**src/irq_mux_pkg.sv**
```systemverilog
/*
 * package for the interrupt terminal multiplexer: register offsets,
 * field positions, reset values, frame timing and carrier types.
 * assumes a 32-bit axi4-lite register bus and one 10 MHz clock.
 */
package irq_mux_pkg;
   // byte addresses of the control and status words
   localparam logic [7:0] SYSTEM_CONTROL_OFS = 8'h80;
   localparam logic [7:0] DEVICE_CONTROL_OFS = 8'h84;
   localparam logic [7:0] CARD_CONTROL_OFS   = 8'h88;
   localparam logic [7:0] PIN_STATUS_OFS     = 8'h8C;
   // system control fields
   localparam int SYS_CLKRUN_EN_BIT  = 0;
   localparam int SYS_CLKRUN_SEL_BIT = 7;
   // device control fields
   localparam int DEV_PCI_INT_BIT    = 0;
   localparam int DEV_IRQ9_LSB       = 1;
   localparam int DEV_DMA_ALT_BIT    = 3;
   localparam logic [1:0] IRQ9_SERIAL = 2'h1;
   // card control fields
   localparam int CARD_RING_BIT      = 0;
   localparam int CARD_SUSPEND_BIT   = 1;
   // reset values: every terminal in plain interrupt request mode
   localparam logic [31:0] SYSTEM_CONTROL_RST = 32'h0000_0000;
   localparam logic [31:0] DEVICE_CONTROL_RST = 32'h0000_0000;
   localparam logic [31:0] CARD_CONTROL_RST   = 32'h0000_0000;
   // writable bits of each word, the rest read as zero
   localparam logic [31:0] SYSTEM_CONTROL_MASK = 32'h0000_0081;
   localparam logic [31:0] DEVICE_CONTROL_MASK = 32'h0000_000F;
   localparam logic [31:0] CARD_CONTROL_MASK   = 32'h0000_0003;
   // terminals that exist, by request number
   localparam logic [15:0] IRQ_PIN_MASK = 16'hDEB8;
   localparam int PIN_INTA = 3;
   localparam int PIN_INTB = 4;
   localparam int PIN_DMA_REQ = 7;
   localparam int PIN_SERIAL = 9;
   localparam int PIN_CLKRUN_A = 10;
   localparam int PIN_DMA_GNT = 11;
   localparam int PIN_CLKRUN_B = 12;
   localparam int PIN_RING = 15;
   // serial frame: one start slot then one slot per request
   localparam int SERIAL_SLOTS = 17;
   localparam logic [1:0] RESP_OKAY   = 2'h0;
   localparam logic [1:0] RESP_SLVERR = 2'h2;

   typedef struct packed {
      logic [15:0] drv;
      logic [15:0] oe;
   } pin_drive_t;

   typedef struct packed {
      logic drv;
      logic oe;
   } one_pin_t;
endpackage : irq_mux_pkg

```
**src/interrupt_pin_mux.sv**
```systemverilog
/*
 * interrupt terminal multiplexer with its axi4-lite register slave.
 * each terminal is output, output enable and input; the pad ring
 * resolves the wire. pin inputs are taken as synchronous to clk_i.
 */
`timescale 1ns/1ps
module interrupt_pin_mux (
   input  wire logic                     clk_i,
   input  wire logic                     rst_i,
   input  wire logic [7:0]               s_axi_awaddr_i,
   input  wire logic                     s_axi_awvalid_i,
   output logic                          s_axi_awready_o,
   input  wire logic [31:0]              s_axi_wdata_i,
   input  wire logic [3:0]               s_axi_wstrb_i,
   input  wire logic                     s_axi_wvalid_i,
   output logic                          s_axi_wready_o,
   output logic [1:0]                    s_axi_bresp_o,
   output logic                          s_axi_bvalid_o,
   input  wire logic                     s_axi_bready_i,
   input  wire logic [7:0]               s_axi_araddr_i,
   input  wire logic                     s_axi_arvalid_i,
   output logic                          s_axi_arready_o,
   output logic [31:0]                   s_axi_rdata_o,
   output logic [1:0]                    s_axi_rresp_o,
   output logic                          s_axi_rvalid_o,
   input  wire logic                     s_axi_rready_i,
   input  wire logic [15:0]              irq_req_i,
   input  wire logic                     inta_i,
   input  wire logic                     intb_i,
   input  wire logic                     sideband_dma_request_i,
   output logic                          sideband_dma_grant_o,
   input  wire logic                     clkrun_drive_i,
   output logic                          clkrun_sense_o,
   input  wire logic                     card_ring_i,
   input  wire logic                     speaker_audio_i,
   output logic                          suspend_o,
   input  wire logic [15:0]              pins_i,
   output irq_mux_pkg::pin_drive_t       pins_o,
   input  wire logic                     spkr_pin_i,
   output irq_mux_pkg::one_pin_t         spkr_pin_o
);
   logic [31:0] system_control;
   logic [31:0] device_control;
   logic [31:0] card_control;
   logic        aw_got, w_got;
   logic [7:0]  aw_addr;
   logic [31:0] w_data;
   logic [3:0]  w_strb;
   logic        aw_take, w_take, have_aw, have_w, do_wr;
   logic [7:0]  wr_addr;
   logic [31:0] wr_data, wr_merged, cur_word, rd_word;
   logic [3:0]  wr_strb;
   logic        next_aw_got, next_w_got, next_bvalid, next_rvalid;
   logic        rd_hit;
   logic [4:0]  slot;
   logic        serial_mode, pci_int, dma_alt, clkrun_en, clkrun_hi;
   logic        ring_en, susp_mode;
   irq_mux_pkg::pin_drive_t next_pins;
   irq_mux_pkg::one_pin_t   next_spkr;

   ////////////////////////////////////////////////////////////////////
   // axi4-lite write channel: address and data taken in either order
   assign aw_take = s_axi_awvalid_i & s_axi_awready_o;
   assign w_take  = s_axi_wvalid_i & s_axi_wready_o;
   assign have_aw = aw_got | aw_take;
   assign have_w  = w_got | w_take;
   assign do_wr   = have_aw & have_w;
   assign wr_addr = aw_got ? aw_addr : s_axi_awaddr_i;
   assign wr_data = w_got ? w_data : s_axi_wdata_i;
   assign wr_strb = w_got ? w_strb : s_axi_wstrb_i;
   assign next_aw_got = have_aw & ~do_wr;
   assign next_w_got  = have_w & ~do_wr;
   assign next_bvalid = do_wr | (s_axi_bvalid_o & ~s_axi_bready_i);

   // word currently held at the write address
   always_comb begin
      case (wr_addr)
         irq_mux_pkg::SYSTEM_CONTROL_OFS: cur_word = system_control;
         irq_mux_pkg::DEVICE_CONTROL_OFS: cur_word = device_control;
         irq_mux_pkg::CARD_CONTROL_OFS:   cur_word = card_control;
         default:                         cur_word = 32'h0000_0000;
      endcase
   end

   // byte lanes merged under the write strobes
   for (genvar b = 0; b < 4; b++) begin : g_lane
      assign wr_merged[8*b +: 8] = wr_strb[b] ? wr_data[8*b +: 8]
                                              : cur_word[8*b +: 8];
   end

   // channel handshakes; ready drops while a response is pending
   always_ff @(posedge clk_i or posedge rst_i) begin
      if (rst_i) begin
         aw_got          <= 1'b0;
         w_got           <= 1'b0;
         aw_addr         <= 8'h00;
         w_data          <= 32'h0000_0000;
         w_strb          <= 4'h0;
         s_axi_awready_o <= 1'b0;
         s_axi_wready_o  <= 1'b0;
         s_axi_bvalid_o  <= 1'b0;
         s_axi_bresp_o   <= irq_mux_pkg::RESP_OKAY;
      end else begin
         aw_got          <= next_aw_got;
         w_got           <= next_w_got;
         s_axi_awready_o <= ~next_aw_got & ~next_bvalid;
         s_axi_wready_o  <= ~next_w_got & ~next_bvalid;
         s_axi_bvalid_o  <= next_bvalid;
         if (aw_take) aw_addr <= s_axi_awaddr_i;
         if (w_take) begin
            w_data <= s_axi_wdata_i;
            w_strb <= s_axi_wstrb_i;
         end
         if (do_wr) begin
            s_axi_bresp_o <= (wr_addr == irq_mux_pkg::SYSTEM_CONTROL_OFS ||
                              wr_addr == irq_mux_pkg::DEVICE_CONTROL_OFS ||
                              wr_addr == irq_mux_pkg::CARD_CONTROL_OFS)
                             ? irq_mux_pkg::RESP_OKAY
                             : irq_mux_pkg::RESP_SLVERR;
         end
      end
   end

   // control words; zero after reset keeps plain request mode
   always_ff @(posedge clk_i or posedge rst_i) begin
      if (rst_i) begin
         system_control <= irq_mux_pkg::SYSTEM_CONTROL_RST;
         device_control <= irq_mux_pkg::DEVICE_CONTROL_RST;
         card_control   <= irq_mux_pkg::CARD_CONTROL_RST;
      end else if (do_wr) begin
         case (wr_addr)
            irq_mux_pkg::SYSTEM_CONTROL_OFS:
               system_control <= wr_merged & irq_mux_pkg::SYSTEM_CONTROL_MASK;
            irq_mux_pkg::DEVICE_CONTROL_OFS:
               device_control <= wr_merged & irq_mux_pkg::DEVICE_CONTROL_MASK;
            irq_mux_pkg::CARD_CONTROL_OFS:
               card_control   <= wr_merged & irq_mux_pkg::CARD_CONTROL_MASK;
            default: ;
         endcase
      end
   end

   ////////////////////////////////////////////////////////////////////
   // axi4-lite read channel, one cycle from address to data
   assign next_rvalid = (s_axi_arvalid_i & s_axi_arready_o)
                        | (s_axi_rvalid_o & ~s_axi_rready_i);

   always_comb begin
      rd_hit = 1'b1;
      case (s_axi_araddr_i)
         irq_mux_pkg::SYSTEM_CONTROL_OFS: rd_word = system_control;
         irq_mux_pkg::DEVICE_CONTROL_OFS: rd_word = device_control;
         irq_mux_pkg::CARD_CONTROL_OFS:   rd_word = card_control;
         irq_mux_pkg::PIN_STATUS_OFS:
            rd_word = {28'h000_0000, suspend_o,
                       pins_i[irq_mux_pkg::PIN_SERIAL],
                       clkrun_sense_o, sideband_dma_grant_o};
         default: begin
            rd_word = 32'h0000_0000;
            rd_hit  = 1'b0;
         end
      endcase
   end

   always_ff @(posedge clk_i or posedge rst_i) begin
      if (rst_i) begin
         s_axi_arready_o <= 1'b0;
         s_axi_rvalid_o  <= 1'b0;
         s_axi_rdata_o   <= 32'h0000_0000;
         s_axi_rresp_o   <= irq_mux_pkg::RESP_OKAY;
      end else begin
         s_axi_arready_o <= ~next_rvalid;
         s_axi_rvalid_o  <= next_rvalid;
         if (s_axi_arvalid_i & s_axi_arready_o) begin
            s_axi_rdata_o <= rd_word;
            s_axi_rresp_o <= rd_hit ? irq_mux_pkg::RESP_OKAY
                                    : irq_mux_pkg::RESP_SLVERR;
         end
      end
   end

   ////////////////////////////////////////////////////////////////////
   // decoded mode bits
   assign serial_mode = device_control[irq_mux_pkg::DEV_IRQ9_LSB +: 2]
                        == irq_mux_pkg::IRQ9_SERIAL;
   assign pci_int   = device_control[irq_mux_pkg::DEV_PCI_INT_BIT];
   assign dma_alt   = device_control[irq_mux_pkg::DEV_DMA_ALT_BIT];
   assign clkrun_en = system_control[irq_mux_pkg::SYS_CLKRUN_EN_BIT];
   assign clkrun_hi = system_control[irq_mux_pkg::SYS_CLKRUN_SEL_BIT];
   assign ring_en   = card_control[irq_mux_pkg::CARD_RING_BIT];
   assign susp_mode = card_control[irq_mux_pkg::CARD_SUSPEND_BIT];

   // serial frame slot counter, free running so a frame is always due
   always_ff @(posedge clk_i or posedge rst_i) begin
      if (rst_i) slot <= 5'h00;
      else if (slot == 5'(irq_mux_pkg::SERIAL_SLOTS - 1)) slot <= 5'h00;
      else slot <= slot + 5'h01;
   end

   // terminal mux: plain request first, alternates override it
   always_comb begin
      for (int n = 0; n < 16; n++) begin
         next_pins.drv[n] = irq_req_i[n] & irq_mux_pkg::IRQ_PIN_MASK[n];
         next_pins.oe[n]  = ~serial_mode & irq_mux_pkg::IRQ_PIN_MASK[n];
      end
      if (pci_int) begin
         next_pins.drv[irq_mux_pkg::PIN_INTA] = 1'b0;
         next_pins.oe[irq_mux_pkg::PIN_INTA]  = inta_i;
         next_pins.drv[irq_mux_pkg::PIN_INTB] = 1'b0;
         next_pins.oe[irq_mux_pkg::PIN_INTB]  = intb_i;
      end
      if (dma_alt) begin
         next_pins.drv[irq_mux_pkg::PIN_DMA_REQ] =
            sideband_dma_request_i;
         next_pins.oe[irq_mux_pkg::PIN_DMA_REQ]  = 1'b1;
         next_pins.drv[irq_mux_pkg::PIN_DMA_GNT] = 1'b0;
         next_pins.oe[irq_mux_pkg::PIN_DMA_GNT]  = 1'b0;
      end
      if (serial_mode) begin
         // open drain: pulled low for the start slot and each request
         next_pins.drv[irq_mux_pkg::PIN_SERIAL] = 1'b0;
         next_pins.oe[irq_mux_pkg::PIN_SERIAL]  = (slot == 5'h00) ||
                                                  irq_req_i[4'(slot - 5'h01)];
      end
      if (clkrun_en) begin
         if (clkrun_hi) begin
            next_pins.drv[irq_mux_pkg::PIN_CLKRUN_B] = 1'b0;
            next_pins.oe[irq_mux_pkg::PIN_CLKRUN_B]  = clkrun_drive_i;
         end else begin
            next_pins.drv[irq_mux_pkg::PIN_CLKRUN_A] = 1'b0;
            next_pins.oe[irq_mux_pkg::PIN_CLKRUN_A]  = clkrun_drive_i;
         end
      end
      if (ring_en) begin
         next_pins.drv[irq_mux_pkg::PIN_RING] = card_ring_i;
         next_pins.oe[irq_mux_pkg::PIN_RING]  = 1'b1;
      end
      next_spkr.drv = susp_mode ? 1'b0 : speaker_audio_i;
      next_spkr.oe  = ~susp_mode;
   end

   // registered pins and sampled inputs, one cycle behind the mux
   always_ff @(posedge clk_i or posedge rst_i) begin
      if (rst_i) begin
         pins_o               <= '0;
         spkr_pin_o           <= '0;
         sideband_dma_grant_o <= 1'b0;
         clkrun_sense_o       <= 1'b0;
         suspend_o            <= 1'b0;
      end else begin
         pins_o               <= next_pins;
         spkr_pin_o           <= next_spkr;
         sideband_dma_grant_o <= dma_alt & pins_i[irq_mux_pkg::PIN_DMA_GNT];
         clkrun_sense_o       <= clkrun_hi ? pins_i[irq_mux_pkg::PIN_CLKRUN_B]
                                           : pins_i[irq_mux_pkg::PIN_CLKRUN_A];
         suspend_o            <= susp_mode & spkr_pin_i;
      end
   end
endmodule : interrupt_pin_mux

```
**config.mk**
```make
export PLATFORM = sky130hd
export DESIGN_NAME = interrupt_pin_mux
export DESIGN_NICKNAME = d
export VERILOG_FILES = /design/src/irq_mux_pkg.sv /design/src/interrupt_pin_mux.sv
export SDC_FILE = /design/constraint.sdc
export NUM_CORES = 1
export LEC_CHECK = 0
export BUFFER_PORTS_ARGS = -buffer_cell sky130_fd_sc_hd__clkbuf_2
export CAP_MARGIN = 20
export CORE_ASPECT_RATIO = 1.75
export CORE_MARGIN = 3
export CORE_UTILIZATION = 40
export CTS_BUF_LIST = sky130_fd_sc_hd__clkbuf_4
export CTS_CLUSTER_DIAMETER = 100
export DETAILED_ROUTE_END_ITERATION = 8
export GPL_TIMING_DRIVEN = 0
export PLACE_DENSITY = 0.73
export SLEW_MARGIN = 0
export SYNTH_ARGS = -nofsm -noshare
export SYNTH_HDL_FRONTEND = slang
export SYNTH_SLANG_ARGS = --single-unit
```
**constraint.sdc**
```tcl
create_clock -name clk_i -period 5.1 [get_ports clk_i]
set_input_delay 0.255 -clock clk_i [delete_from_list [all_inputs] [get_ports clk_i]]
set_output_delay 0.255 -clock clk_i [all_outputs]
set_load 0.01 [all_outputs]
```
== Word level (Yosys, flattened, before mapping) ==
Index checks and enable logic that the tools add are counted.
Storage, ports and cells
  bits in writable memories: 0
  memory bits (read-only): 0
  memories: 0
  output and inout port bits: 78
  word-level logic and storage cells: 107
  bits of input ports: 98
  bits in latches: 0
  flip-flop bits (word level): 98
Cells by class
  equality and inequality tests: 10
  reductions and logical operators: 11
  $mul: 0
  $lt $le $gt $ge: 1
  bitwise gates (word level): 25
  shift operators: 0
  $add $sub $neg: 2
  multiplexer cells: 32
  divide/modulo/power cells: 0
Operators by type and width (count)
  $eq A8 B8 Y1 const B: 7
  $pmux W8 S4: 1
  $mux W8: 3
  $mux W1: 21
  $pmux W8 S2: 1
  $and A1 B1 Y1: 12
  $not A1 Y1: 9
  $mux W2: 4
  $reduce_and A2 Y1: 3
  $reduce_and A3 Y1: 2
  $add A5 B1 Y5 const B: 1
  $eq A5 B5 Y1 const B: 1
  $logic_not A5 Y1: 1
  $lt A4 B5 Y1 const B: 1
  $mux W5: 1
  $bmux W1 S4: 1
  $or A1 B1 Y1: 4
  $reduce_or A4 Y1: 1
  $sub A4 B1 Y4 const B: 1
  $logic_or A1 B1 Y1: 3
  $reduce_bool A3 Y1: 1
  $eq A2 B1 Y1 const B: 1
  $ne A2 B2 Y1 const B: 1

== Logic depth before layout (Yosys ltp) ==
  depth in word-level cells: 7
  depth in mapped cells: 7

== Least setup slack after synthesis ==
No wires, ideal clock.
  kind: reg-to-reg
  from: register slot[0]
  to: register pins_o[9] (netlist name)
  buffers on the path: 1
  data arrival time: 2293 ps
  period minus slack after synthesis: 2417 ps
  library setup time: 124 ps
  stages on the path, launching flop included: 7
  path slack: 2683 ps
  required time: 4976 ps
  cell sequence: dfrtp_1 -> clkbuf_1 -> inv_1 -> ha_1 -> mux4_2 -> mux4_2 -> a211o_1
RTL lines
  start: declaration: line interrupt_pin_mux.sv:55  | logic [4:0] slot;
  start signal: assignment: line interrupt_pin_mux.sv:197  | else slot <= slot + 5'h01;
  end signal: assignment: line interrupt_pin_mux.sv:251  | pins_o <= next_pins;
  end: declaration: line interrupt_pin_mux.sv:38  | output irq_mux_pkg::pin_drive_t pins_o,

==> impl_metrics.csv <==
group,metric,value,unit
placement,place_congestion,0.809,
clock_tree,clk_pin_slew,110,ps
worst_setup_path,worstPathRequired,5410,ps
pwr,power_density,349,mW/mm^2
timing,setup-tns-final,0,ps
grt,track_usage,15.8,%
worst_setup_path,end_kind,"flop",
logic_synthesis,synth_flop_cell,"dfrtp_1",
logic_synthesis,synth-seq-area-share,50.1,%
cells_and_area,insertedDiodeCount,0,
worst_setup_path,reg2reg_depth,6,
placement,pre_cts_ws,2500,ps
floorplan,die_w,74.1,um
timing,hold_viol_final,0,
timing,finalSetupViolCount,0,
job,max_cap_violations,0,
placement,portBuffers,91,
drt,wl_per_cell,13.4,um
drt,avgViaCountPerCell,4.71,
worst_setup_path,crit_top_cell,"mux4_2",
drt,drc,0,
logic_synthesis,ys_types,43,
clock_tree,cts_tree,"yes",
worst_setup_path,max_stage_delay,530,ps
timing,fin_crit_sh,50.2,%
drt,drt-initial-drc-count,82,
timing,finalCriticalPeriod,2560,ps
worst_setup_path,cp_max_fo,8,
worst_setup_path,critPathBufInv,2,
logic_synthesis,avgSynthCellArea,11.3,um^2
grt,first_global_vias,2417,
cells_and_area,num-nets-final,534,
worst_setup_path,arrival,2870,ps
run_status,status,"finished, final reports clean",
drt,dr_total_vias,2484,
logic_synthesis,synthCells,288,
timing,maxSlewViolCount,0,
placement,dp_hpwl,5.68,mm
drt,antenna_left,0,
logic_synthesis,synthArstFlopShare,100,%
clock_tree,htreeDepth,3,
logic_synthesis,synth_top_area_cell,"dfrtp_1",
floorplan,die_y,125,um
cells_and_area,drive_gt1_share,42.4,%
cells_and_area,seq_area,0.00163,mm^2
hold_path,hp-class,"input port to flop",
logic_synthesis,synth_warnings,0,
floorplan,ioPinCount,176,
timing,worst_slew_pin_slew,578,ps
worst_setup_path,crit_slowest_cell,"mux4_2",
timing,clock.fmax,390,MHz
clock_tree,clockBufferDepth,2,
grt,grt_overflow_total,0,
clock_tree,cts_sinks,65,
logic_synthesis,syn_area,0.00324,mm^2
clock_tree,numCtsBuffers,9,
grt,grt_first_pass_wirelength,11.2,mm
logic_synthesis,synthTopCellsByCount,"65 x dfrtp_1, 43 x buf_4, 21 x mux2_2",
drt,firstDrtPassIters,4,
grt,antenna_found_initial,0,
floorplan,num_rows,42,
pwr,ir_drop,0.284,mV
floorplan,die_area,0.00927,mm^2
logic_synthesis,synth.most_common_cell,"dfrtp_1",
logic_synthesis,yosysTopAreaCellShare,50.1,%
logic_synthesis,synth_area_leaders,"dfrtp_1 50%, buf_4 9.9%, mux2_2 7.3%, mux4_2 4.2%, o21ai_0 2.5%",
worst_setup_path,cp_top_family,"multiplexers",
cells_and_area,multi_input_area,0.00138,mm^2
floorplan,coreArea,0.00772,mm^2
grt,grt_max_degree,42,
logic_synthesis,synth_enable_flop_cells,0,
timing,skew,9.12,ps
timing,rsz0062_at_grt,"false",
timing,relSlewSlack,61.5,%
drt,routed_wl,7.06,mm
pwr,p_leak,2.08,nW
hold_path,hold_path_depth,2,
clock_tree,clk_latency,410,ps
clock_tree,cts_root_buffer,"clkbuf_4",
logic_synthesis,synth_seq_cells,65,
cells_and_area,fill_cells,723,
worst_setup_path,path_cells,"clkbuf_1, inv_1, ha_1, mux4_2, mux4_2, a211o_1",
worst_setup_path,critPathLaunchType,"flop",
cells_and_area,syn_to_final_growth,27.6,%
worst_setup_path,cp.depth,6,
floorplan,start_util,42.0,%
timing,setup_slack,2540,ps
clock_tree,postCtsResizedCells,0,
worst_setup_path,path_class,"flop to flop",
metal layers:
layer / vias up / global-route usage, % / share of wire [%]
met2: 112 / 28.4 / 54
li1: 1203 / - / -
met1: 1151 / 16.0 / 34
met5: - / 0 / 0
met4: 0 / 7.26 / 2.4
met3: 18 / 4.58 / 9.1
where the power goes:
part	total [mW]	internal [mW]	leakage, nW	switching (mW)
Clock	0.333	0.155	0.0734	0.178
Sequential	0.698	0.618	0.761	0.0798
Combinational	0.412	0.207	1.24	0.206
Total	1.44	0.980	2.08	0.463
registers in the layout (all words and copies together) (netlist names), 2 cells and up:
register        cells
w_data              5
card_control        2
device_control      4
system_control      2
pins_o             19
s_axi_rdata_o       5
slot                5
aw_addr             8
spkr_pin_o          2
final timing paths:
check                            startpoint               end  slack (ps)
max reg2reg                         slot[0]         pins_o[9]        2540
min in group asynchronous             rst_i        pins_o[19]         420
max in group asynchronous             rst_i  s_axi_rdata_o[2]        4060
min                         speaker_audio_i     spkr_pin_o[1]          60
max                                 slot[0]         pins_o[9]        2540
min reg2reg                s_axi_rdata_o[7]  s_axi_rdata_o[7]         480
layout by cell type (no fill, tap or decap), types with 3 or more instances in the layout:
cell type	n
clkbuf_2	91
dlygate4sd3_1	3
nand4_1	4
clkbuf_4	11
mux4_2	6
buf_4	43
conb_1	41
inv_1	10
a31oi_1	4
clkbuf_1	4
dfrtp_1	65
xnor2_1	4
or2_2	3
nor3_1	4
and2_1	6
mux2i_1	7
nor2_1	13
nand2_1	17
nor2b_1	8
mux2_2	21
nand2b_1	9
a21oi_1	10
clkinv_1	3
o21ai_0	16
nand3_1	5
layout make-up:
| cell class | count | area share (%) |
|---|---|---|
| Tap cell | 88 | 2.66 |
| Multi-Input combinational cell | 203 | 33.3 |
| Inverter | 11 | 0.998 |
| Sequential cell | 65 | 39.3 |
| Clock buffer | 11 | 2.00 |
| Clock inverter | 5 | 1.12 |
| Timing Repair Buffer | 95 | 12.2 |
| Buffer | 49 | 8.37 |
timing repair:
item | 4_1_cts | 5_1_grt
hold buffers | 3 | 0
endpoints found under the hold margin | 26 | 0
buffers inserted | 0 | 0
stage by stage:
step           area, um^2  utilization, %  std cells  power [mW]  hold slack (ps)
2_1_floorplan        3390               -        328       0.990              286
3_3_place_gp         3960            51.3        507        1.10              381
3_5_place_dp         3980            51.5        508        1.12              324
4_1_cts              4140            53.6        527        1.46             29.9
5_1_grt              4140            53.6        527        1.54             25.5
6_report             4140            53.6        527        1.44             58.0
worst register-to-register path: stages (launching register included):
cell and delay [ps]:
dfrtp_1 360, clkbuf_1 310, inv_1 80, ha_1 420, mux4_2 530, mux4_2 480, a211o_1 280
kinds of logic (layout without fill, tap and decap cells):
family	count (synthesis)	in the layout	synth area share, %
other	1	41	0.116
multiplexers	35	35	14.1
XOR/XNOR	5	5	1.35
AO/OA/AOI/OAI	41	41	8.18
AND/OR/NAND/NOR	79	79	13.4
adder cells (fa/ha/maj)	2	2	0.771
flip-flops	65	65	50.1
buffers and inverters	60	171	12.0
(Power assumes the default switching activity.)
